### config.mk
export PLATFORM = sky130hd
export DESIGN_NAME = dwc_wiper_control
export DESIGN_NICKNAME = d
export VERILOG_FILES = /design/src/dwc_pkg.sv /design/src/dwc_wiper_control.sv
export SDC_FILE = /design/constraint.sdc
export NUM_CORES = 1
export LEC_CHECK = 0
export ABC_AREA = 1
export BUFFER_PORTS_ARGS = -buffer_cell sky130_fd_sc_hd__buf_2
export CORE_AREA = 2 2 442 444
export CTS_CLUSTER_DIAMETER = 120
export CTS_CLUSTER_SIZE = 30
export DETAILED_ROUTE_END_ITERATION = 8
export DIE_AREA = 0 0 444 446
export SETUP_SLACK_MARGIN = 0.1
export SYNTH_ARGS = -nofsm -noshare
export SYNTH_HDL_FRONTEND = slang
export SYNTH_SLANG_ARGS = --single-unit
### constraint.sdc
create_clock -name clock -period 5.7 [get_ports clock]
set_clock_uncertainty 0.05 [all_clocks]
set_input_delay 0.855 -clock clock [delete_from_list [all_inputs] [get_ports clock]]
set_output_delay 0.855 -clock clock [all_outputs]
set_load 0.05 [all_outputs]
### src/dwc_pkg.sv
`default_nettype none
package dwc_pkg;
   // Channel count and code resolution
   localparam int unsigned CHANNELS  = 4;
   localparam int unsigned CODE_W    = 8;
   localparam int unsigned TAPS      = 256;
   localparam logic [7:0]  MIDSCALE  = 8'h80;

   // Command byte layout: code in [7:3], all-channels in [2], channel [1:0]
   localparam int unsigned CMD_CODE_LSB = 3;
   localparam int unsigned CMD_ALL_BIT  = 2;
   localparam logic [4:0] CMD_WR_WIPER = 5'h01;
   localparam logic [4:0] CMD_WR_INPUT = 5'h02;
   localparam logic [4:0] CMD_LOAD     = 5'h08;
   localparam logic [4:0] CMD_STORE    = 5'h09;
   localparam logic [4:0] CMD_RESET    = 5'h0E;
   localparam logic [4:0] CMD_SHUTDOWN = 5'h0F;
   localparam logic [4:0] CMD_CONTROL  = 5'h10;

   // Control register fields
   localparam int unsigned WIPER_UPDATE_ALLOW_BIT = 0;
   localparam int unsigned NVM_PROGRAM_ALLOW_BIT  = 1;
   localparam int unsigned GAIN_SETTING_SELECT_BIT = 2;
   localparam int unsigned MULTI_BYTE_WRITE_BIT   = 3;
   localparam logic [3:0]  CONTROL_RESET          = 4'h3;
   localparam logic [1:0]  ALLOW_BITS_RESET       = 2'h3;

   // Register port offsets
   localparam logic [3:0] REG_CONTROL    = 4'h0;
   localparam logic [3:0] REG_STATUS     = 4'h1;
   localparam logic [1:0] REG_WIPER_PAGE = 2'h1;
   localparam logic [1:0] REG_INPUT_PAGE = 2'h2;
   localparam logic [1:0] REG_NVM_PAGE   = 2'h3;

   // Reload timing
   localparam int unsigned CLOCK_PERIOD_NS = 10;
   localparam int unsigned RELOAD_TIME_NS  = 30000;
   localparam int unsigned RELOAD_CYCLES   =
      (RELOAD_TIME_NS + CLOCK_PERIOD_NS - 1) / CLOCK_PERIOD_NS;
   localparam logic [11:0] RELOAD_COUNT    = 12'(RELOAD_CYCLES - 1);

   typedef enum logic {
      DWC_IDLE,
      DWC_RELOAD
   } dwc_mode_t;

   typedef struct packed {
      dwc_mode_t       mode;
      logic [11:0]     timer;
      logic [3:0]      control;
      logic            shutdown;
      logic            wp_lock;
      logic            frame_open;
      logic            have_cmd;
      logic            data_seen;
      logic [7:0]      cmd_byte;
      logic [3:0][7:0] wiper;
      logic [3:0][7:0] input_reg;
      logic [3:0][7:0] nvm;
      logic [2:0]      rst_sync;
      logic [1:0]      wp_sync;
      logic [2:0]      ld_sync;
      logic [7:0]      rdata;
   } dwc_regs_t;
endpackage
`default_nettype wire

### src/dwc_wiper_control.sv
`timescale 1ns/1ps
`default_nettype none
// Functional notes
// - Burst: later bytes are data for command
// - Control bit three enables burst mode, not for SPI frames
// - Reset by command 14 or pin
// - Reset reloads wipers from store, 30 us
// - Store holds midscale at power-up
// - Command 15 bit0=1 enters shutdown
// - Shutdown opens A or floats strings
// - Commands still run during shutdown
// - Command 15 bit0=0 leaves shutdown
// - Two allow bits guard wiper, store
// - Write-protect pin waits for command end
// - Protected wipers only take stored value
// - Input mirrors wiper; command 2 preloads
// - Command 8 loads one or all
// - Strobe pin loads all channels
// - Strobe ignored while command runs
// - Code selects one of 256 taps
// - Potentiometer A side complementary to code
// - Gain mode A side follows code
// - Allow bits freeze, reset to one
// - Wiper write overwrites input register
// - Reset returns to potentiometer mode
module dwc_wiper_control (
   input  wire logic         clock,            // 100 MHz clock
   input  wire logic         reset,            // Async power-on reset
   input  wire logic         frame_start,      // Start or repeated start
   input  wire logic         frame_stop,       // Stop condition
   input  wire logic         byte_valid,       // Received byte strobe
   input  wire logic [7:0]   byte_data,        // Received byte
   input  wire logic         spi_mode,         // Frame comes from SPI
   input  wire logic         reset_pin_n,      // Reset pin, async
   input  wire logic         write_protect_n,  // Protect pin, async
   input  wire logic         load_strobe_n,    // Wiper load strobe pin
   input  wire logic [3:0]   reg_addr,         // Register address
   input  wire logic [7:0]   reg_wdata,        // Register write data
   input  wire logic         reg_write,        // Write strobe
   input  wire logic         reg_read,         // Read strobe
   output logic      [7:0]   reg_rdata,        // Read data, next cycle
   output logic [3:0][255:0] wiper_tap,        // One-hot tap per channel
   output logic [3:0][7:0]   a_to_wiper_resistance, // A side code
   output logic [3:0][7:0]   wiper_to_b_resistance, // B side code
   output logic              a_switch_open,    // A terminal open
   output logic              wiper_to_b,       // Wiper tied to B
   output logic              a_string_hiz,     // A string floated
   output logic              b_string_hiz,     // B string floated
   output logic              reload_busy,      // Reload in progress
   output logic              shutdown_active   // Shutdown state
);

   dwc_pkg::dwc_regs_t r;
   dwc_pkg::dwc_regs_t n;

   logic       burst_on;
   logic       exec;
   logic       cmd_active;
   logic       wiper_prot;
   logic       nvm_prot;
   logic       hw_load;
   logic       pin_reset;
   logic       reload_done;
   logic       start_reload;
   logic [4:0] code;
   logic       all_ch;
   logic [1:0] ch;
   logic       gain_mode;

   // Decoded views of registered state
   assign code = r.cmd_byte[7:dwc_pkg::CMD_CODE_LSB];
   assign all_ch = r.cmd_byte[dwc_pkg::CMD_ALL_BIT];
   assign ch = r.cmd_byte[1:0];
   assign gain_mode = r.control[dwc_pkg::GAIN_SETTING_SELECT_BIT];
   assign burst_on = r.control[dwc_pkg::MULTI_BYTE_WRITE_BIT] &
                     ~spi_mode;
   // Frame open counts as a command in progress
   assign cmd_active = r.frame_open | (r.mode == dwc_pkg::DWC_RELOAD);
   assign wiper_prot = ~r.control[dwc_pkg::WIPER_UPDATE_ALLOW_BIT] |
                       r.wp_lock;
   assign nvm_prot = ~r.control[dwc_pkg::NVM_PROGRAM_ALLOW_BIT] |
                     r.wp_lock;
   // Edges taken from second and third stages only
   assign pin_reset = r.rst_sync[2] & ~r.rst_sync[1];
   assign hw_load = r.ld_sync[2] & ~r.ld_sync[1] & ~cmd_active;
   assign reload_done = (r.mode == dwc_pkg::DWC_RELOAD) &&
                        (r.timer == 12'h000);
   // First data byte runs when not reloading; later ones only in burst
   assign exec = byte_valid & r.frame_open & r.have_cmd & ~frame_start &
                 ~frame_stop & (~r.data_seen | burst_on) &
                 (r.mode == dwc_pkg::DWC_IDLE);
   assign start_reload = (pin_reset |
                          (exec && code == dwc_pkg::CMD_RESET)) &&
                         (r.mode == dwc_pkg::DWC_IDLE);

   // Next-state logic for the whole block
   always_comb begin
      n = r;
      n.rst_sync = {r.rst_sync[1:0], reset_pin_n};
      n.wp_sync = {r.wp_sync[0], write_protect_n};
      n.ld_sync = {r.ld_sync[1:0], load_strobe_n};
      // Protect pin latched only between commands
      if (!cmd_active) begin
         n.wp_lock = ~r.wp_sync[1];
      end
      // Framing: a restart drops the old command
      if (frame_start) begin
         n.frame_open = 1'b1;
         n.have_cmd = 1'b0;
         n.data_seen = 1'b0;
      end else if (frame_stop) begin
         n.frame_open = 1'b0;
         n.have_cmd = 1'b0;
         n.data_seen = 1'b0;
      end else if (byte_valid && r.frame_open) begin
         if (!r.have_cmd) begin
            n.cmd_byte = byte_data;
            n.have_cmd = 1'b1;
         end else begin
            n.data_seen = 1'b1;
         end
      end
      // Register port write steers the control bits
      if (reg_write && reg_addr == dwc_pkg::REG_CONTROL) begin
         n.control = reg_wdata[3:0];
      end
      // Command execution
      if (exec) begin
         unique case (code)
            dwc_pkg::CMD_WR_WIPER: begin
               if (!wiper_prot) begin
                  n.wiper[ch] = byte_data;
                  n.input_reg[ch] = byte_data;
               end
            end
            dwc_pkg::CMD_WR_INPUT: begin
               n.input_reg[ch] = byte_data;
            end
            dwc_pkg::CMD_LOAD: begin
               for (int i = 0; i < 4; i++) begin
                  if (!wiper_prot && (all_ch || ch == 2'(i))) begin
                     n.wiper[i] = r.input_reg[i];
                  end
               end
            end
            dwc_pkg::CMD_STORE: begin
               for (int i = 0; i < 4; i++) begin
                  if (!nvm_prot && (all_ch || ch == 2'(i))) begin
                     n.nvm[i] = r.wiper[i];
                  end
               end
            end
            dwc_pkg::CMD_RESET: begin
               n.shutdown = r.shutdown; // Handled by reload start
            end
            dwc_pkg::CMD_SHUTDOWN: begin
               n.shutdown = byte_data[0];
            end
            dwc_pkg::CMD_CONTROL: begin
               n.control = byte_data[3:0];
            end
            default: begin
               n.shutdown = r.shutdown; // Undefined codes do nothing
            end
         endcase
      end
      // Strobe pin copies every preload into its wiper
      if (hw_load && !wiper_prot) begin
         n.wiper = r.input_reg;
      end
      // Reload sequence from nonvolatile store
      unique case (r.mode)
         dwc_pkg::DWC_IDLE: begin
            if (start_reload) begin
               n.mode = dwc_pkg::DWC_RELOAD;
               n.timer = dwc_pkg::RELOAD_COUNT;
            end
         end
         dwc_pkg::DWC_RELOAD: begin
            if (reload_done) begin
               n.mode = dwc_pkg::DWC_IDLE;
               n.wiper = r.nvm;
               n.input_reg = r.nvm;
               n.control[dwc_pkg::GAIN_SETTING_SELECT_BIT] = 1'b0;
               n.control[1:0] = dwc_pkg::ALLOW_BITS_RESET;
            end else begin
               n.timer = r.timer - 12'h001;
            end
         end
      endcase
      // Read data stands only in the cycle after the strobe
      n.rdata = 8'h00;
      if (reg_read) begin
         unique case (reg_addr[3:2])
            2'h0: begin
               if (reg_addr == dwc_pkg::REG_CONTROL) begin
                  n.rdata = {4'h0, r.control};
               end else if (reg_addr == dwc_pkg::REG_STATUS) begin
                  n.rdata = {4'h0, r.wp_lock, r.frame_open, r.shutdown,
                             r.mode == dwc_pkg::DWC_RELOAD};
               end
            end
            dwc_pkg::REG_WIPER_PAGE: n.rdata = r.wiper[reg_addr[1:0]];
            dwc_pkg::REG_INPUT_PAGE: n.rdata = r.input_reg[reg_addr[1:0]];
            dwc_pkg::REG_NVM_PAGE:   n.rdata = r.nvm[reg_addr[1:0]];
         endcase
      end
   end

   // State register; store comes up at midscale
   always_ff @(posedge clock or posedge reset) begin
      if (reset) begin
         r <= '0;
         r.control <= dwc_pkg::CONTROL_RESET;
         r.wiper <= {4{dwc_pkg::MIDSCALE}};
         r.input_reg <= {4{dwc_pkg::MIDSCALE}};
         r.nvm <= {4{dwc_pkg::MIDSCALE}};
         r.rst_sync <= 3'h7;
         r.wp_sync <= 2'h3;
         r.ld_sync <= 3'h7;
      end else begin
         r <= n;
      end
   end

   // Tap decode and resistance codes per channel
   genvar g;
   generate
      for (g = 0; g < 4; g++) begin : g_chan
         assign wiper_tap[g] = 256'h1 << r.wiper[g];
         assign wiper_to_b_resistance[g] = r.wiper[g];
         // Gain mode drives the A string straight from the code
         assign a_to_wiper_resistance[g] =
            gain_mode ? r.wiper[g] : ~r.wiper[g];
      end
   endgenerate

   // Shutdown switch controls; wiper codes stay untouched
   assign a_switch_open = r.shutdown & ~gain_mode;
   assign wiper_to_b = r.shutdown & ~gain_mode;
   assign a_string_hiz = r.shutdown;
   assign b_string_hiz = r.shutdown & gain_mode;
   assign reload_busy = (r.mode == dwc_pkg::DWC_RELOAD);
   assign shutdown_active = r.shutdown;
   assign reg_rdata = r.rdata;
endmodule
`default_nettype wire

## Yosys cells after proc, flatten, opt, wreduce, memory -nomap -nowiden

Cells that the tools add are included.

| storage, ports and cells | value |
|---|---|
| bits in registers | 142 |
| word-level logic and storage cells | 169 |
| bits of input ports | 31 |
| output and inout bits | 1102 |

| cells by class | value |
|---|---|
| reductions and logical operators | 36 |
| muxes and demuxes | 50 |
| bitwise operators | 34 |
| add/sub/neg operators | 1 |
| shift operators | 4 |
| order comparisons | 3 |
| eq/ne operators | 16 |

Operators by type and width:

| kind | number |
|---|---|
| << shifter 1 x 8 -> 256 bit (first input constant) | 4 |
| 2-to-1 mux 64 bit | 3 |
| 2-to-1 mux 8 bit | 18 |
| one-hot mux 32 bit (2 select lines) | 2 |
| 2-to-1 mux 96 bit | 1 |
| bitwise mux 32 bit | 2 |
| 2-to-1 mux 32 bit | 2 |
| binary-select mux 8 bit (select 2 bit) | 3 |
| NOT 8 bit | 4 |
| one-hot mux 8 bit (4 select lines) | 1 |
| one-hot mux 13 bit (2 select lines) | 1 |
| == test 5 x 4 -> 1 bit (second input constant) | 4 |
| demux 8 bit (select 2 bit) | 1 |
| 2-to-1 mux 4 bit | 4 |
| logical AND 1 bit | 15 |
| 2-to-1 mux 13 bit | 1 |
| NOT 1 bit | 13 |
| AND 1 bit | 12 |
| logical NOT 12 bit | 1 |
| 2-to-1 mux 12 bit | 1 |
| AND reduction 3 bit | 4 |
| subtractor 12 x 1 -> 12 bit (second input constant) | 1 |
| 2-to-1 mux 10 bit | 1 |
| 2-to-1 mux 3 bit | 3 |
| other kinds (21) | 42 |

## Depth between registers and ports, before layout

| logic depth | value |
|---|---|
| depth in word-level cells | 11 |
| depth in mapped cells | 13 |
| depth with buffers taken out | 11 |

## Worst setup path before layout

Ideal clock, no wire load.

| path | value |
|---|---|
| kind | register -> output |
| from | reg r (netlist bit wiper_to_b_resistance[25]) |
| to | out wiper_tap[1003] (netlist name) |
| setup slack | 2.511 ns |
| stages on the path, launching flop included | 7 |
| buffers on the path | 2 |
| arrival | 2.284 ns |
| required time | 4.795 ns |
| cell sequence | dfrtp_1 > buf_2 > inv_1 > buf_2 > nor3_1 > nand4_1 > nor3_1 |

RTL lines:

| what | line | source |
|---|---|---|
| start: declaration | dwc_wiper_control.sv:53 | `dwc_pkg::dwc_regs_t r;` |
| start signal: assignment | dwc_wiper_control.sv:222 | `r <= n;` |
| end: declaration | dwc_wiper_control.sv:42 | `output logic [3:0][255:0] wiper_tap,` |

==> summary.txt <==
Logic synthesis
  – Yosys cell types: 40
  – Number of synthesized flops with an enable pin: 0
  – Commonest cells in the synthesized netlist: 1127 x nor2_1, 518 x nand2_1, 388 x nand4_1
  – Syn Inst Count: 3460
  – Synth Flop Type: dfrtp_1
  – Yosys top cell by area: nor2_1
  – Async set-reset flop share out of synthesis: 100%
  – Net Count, Synth: 3493
  – Syn Area/Cell: 5.41 µm²
  – Most common cell in the netlist: nor2_1
  – Sequential share of the synthesized area: 19.1%
  – Top cells by area, synth: nor2_1 23%, dfrtp_1 16%, nand4_1 13%
  – Yosys top cell area share: 22.6%
  – Mapped Area: 18700 µm²
  – Synth warn: 0
  – #FFs+latches synth: 142

Clock network
  – CTS tree: yes
  – Clock Tree Buf Depth: 2
  – CTS buffer count: 17
  – Clk_lat worst skew: 440 ps
  – Post-CTS setup buffer count: 0
  – PostCTS Resize Cnt: 0
  – CTS Hold Bufs: 0
  – Clock sinks: 142
  – Clock Pin Slew Worst Setup and Hold Paths: 70 ps
  – Number of H-tree levels: 4
  – Clock root cell: clkbuf_16

Critical path
  – WP data required: 4800 ps
  – FF-to-FF setup slack: 2290 ps
  – Crit end category: output pin
  – CP max stage cell: dfrtp_1
  – Crit-path cells: clkinv_1 > nor2_1 > nand4_1 > nor2_1 > buf_2
  – Worst path arrival time: 3970 ps
  – Crit-path most repeated cell: nor2_1
  – WS Path Type: reg -> out
  – Startpoint types: register
  – Slowest Stage Delay on Critical Path: 850 ps
  – CP max FO: 14

Power and ir drop
  – Peak supply drop: 0.201 mV
  – Overall Power: 3.01 mW
  – Leak Pwr: 13.9 nW
  – Power per cell area: 112 nW/µm²

Place
  – DP Worst Slack: 1390 ps
  – GP Congestion: 0.976
  – Placed cells: 6795
  – Input/output buffers: 1128
  – DP HPWL: 125000 µm

Global route
  – Grt total ovfl: 0
  – Largest net degree at the start of global routing: 89
  – First-pass GRT wire length: 209000 µm
  – Vias in the first global route: 24600
  – Antenna violations before repair: 14
  – GRT Resource Usage Total: 14.7%

Route
  – DRC violations left: 0
  – First drt pass iteration count: 7
  – DRT iter0 DRCs: 3804
  – Post-DRT Antenna Nets: 0
  – Via count: 29000
  – Avg WL per Cell: 23.1 µm
  – Via/cell ratio: 4.24
  – Routed wire length: 158000 µm

Finish
  – Utilization after layout: 13.9%
  – Layout cells sized above 1: 31.6%
  – Layout Nets: 4305
  – Finished Layout Cells: 6841
  – Area grow syn2layout: 43.9%

Floorplanning
  – I/O pin cnt: 1133
  – Core Rows: 162
  – Total core area: 194000 µm²
  – Die height: 446 µm
  – Die area: 198000 µm²
  – Die Width: 444 µm
  – Initial core utilization: 9.68%

Timing
  – Setup_tns: 0 ps
  – Final Max Slew Viols: 0
  – Post-layout min period: 4880 ps
  – Endpoints failing setup: 0
  – Final period utilization: 85.6%
  – Hold Vio Cnt, Final: 0
  – Setup slack after layout: 822 ps
  – RSZ-0062 raised after global routing: no
  – Max Freq: 205 MHz
  – Slew @ Worst Pin: 1140 ps
  – Relative slew slack: 24.2%

Worst hold path
  – Tightest Hold Check Type: reg -> reg

Job
  – Max cap viols: 0

Status
  – Run status: complete, no violations
[registers in the layout, summed over array words and instances (netlist names)]
| name | flops |
|---|---|
| r | 86 |
| reg_rdata | 8 |
| reload_busy | 1 |
| n | 5 |
| a_string_hiz | 1 |
| wiper_to_b_resistance | 32 |
| gain_mode | 1 |
| code | 5 |
| all_ch | 1 |
| ch | 2 |
[cells in the final DEF, fill, tap and decap left out, types with 3 or more instances in the layout]
cell type / count
clkinv_2: 3
nand3_1: 218
xnor2_1: 32
nor2_4: 4
or2_0: 9
o211ai_1: 21
clkbuf_16: 17
nor2_2: 6
nand3_2: 6
inv_1: 99
nand3b_1: 3
inv_2: 36
o21ai_0: 135
dfrtp_2: 9
nor3_1: 71
dfstp_4: 4
dfstp_2: 18
diode_2: 14
buf_2: 1128
nand2_2: 8
buf_4: 83
inv_4: 6
mux2i_1: 8
o22ai_1: 38
inv_6: 7
o21ai_1: 48
nor3_2: 3
nor2_1: 1127
nand4_1: 388
or2_1: 4
a21oi_1: 78
clkinv_1: 7
o221ai_1: 13
dfrtp_4: 4
nand2_1: 518
dfrtp_1: 107
[critical path, delay by kind of cell, from the launching register on]
family	cells	cell delay, ps
simple gates	3	1690
buf+inv	2	980
flops	1	850
[final timing paths]
kind,start,to,cells after the start
max,wiper_to_b_resistance[19],wiper_tap[622],5
min,n[14],n[15],0
max reg2reg,r[125],wiper_to_b_resistance[7],8
min reg2reg,n[14],n[15],0
max in group asynchronous,reset,wiper_to_b_resistance[13],3
min in group asynchronous,reset,reg_rdata[3],2
[power by group]
| group | total (mW) | switching (mW) | internal (mW) |
|---|---|---|---|
| clock network | 1.09 | 0.514 | 0.572 |
| registers | 1.11 | 0.0766 | 1.04 |
| logic | 0.811 | 0.608 | 0.203 |
| total | 3.01 | 1.20 | 1.81 |
[cell type report]
type                       count  area [µm²]
clock inverter                15         125
fill                       22900      167000
antenna                       14        35.0
tap                         2542        3180
multi-input combinational   2751       12700
inverter                     148         569
sequential                   142        3620
clock buffer                  17         425
timing repair buffer        1212        6290
[kinds of logic after synthesis]
kind of cell	Yosys count	share of synthesized area, %
xor+xnor	34	1.59
simple gates	2372	55.8
compound gates	335	9.77
fa+ha+maj	2	0.134
mux	8	0.428
flops	142	19.1
buf+inv	567	13.1
[stage by stage]
| step | hold WS (ps) | cell area [µm²] |
|---|---|---|
| finish | 306 | 27000 |
| CTS | 307 | 26900 |
| global placement | 297 | 26400 |
| floorplan | 295 | 18700 |
| global route | 309 | 26900 |
| detailed placement | 297 | 26400 |
[metal layers]
metal / part of all wire [%] / up-vias / GRT usage [%]
li1: - / 13100 / -
met4: 4.5 / 6 / 5.96
met3: 10 / 252 / 4.88
met2: 48 / 1767 / 25.0
met1: 37 / 13800 / 16.8
met5: 0.095 / - / 0.488
No activity file was read; power rests on OpenSTA's default activity.
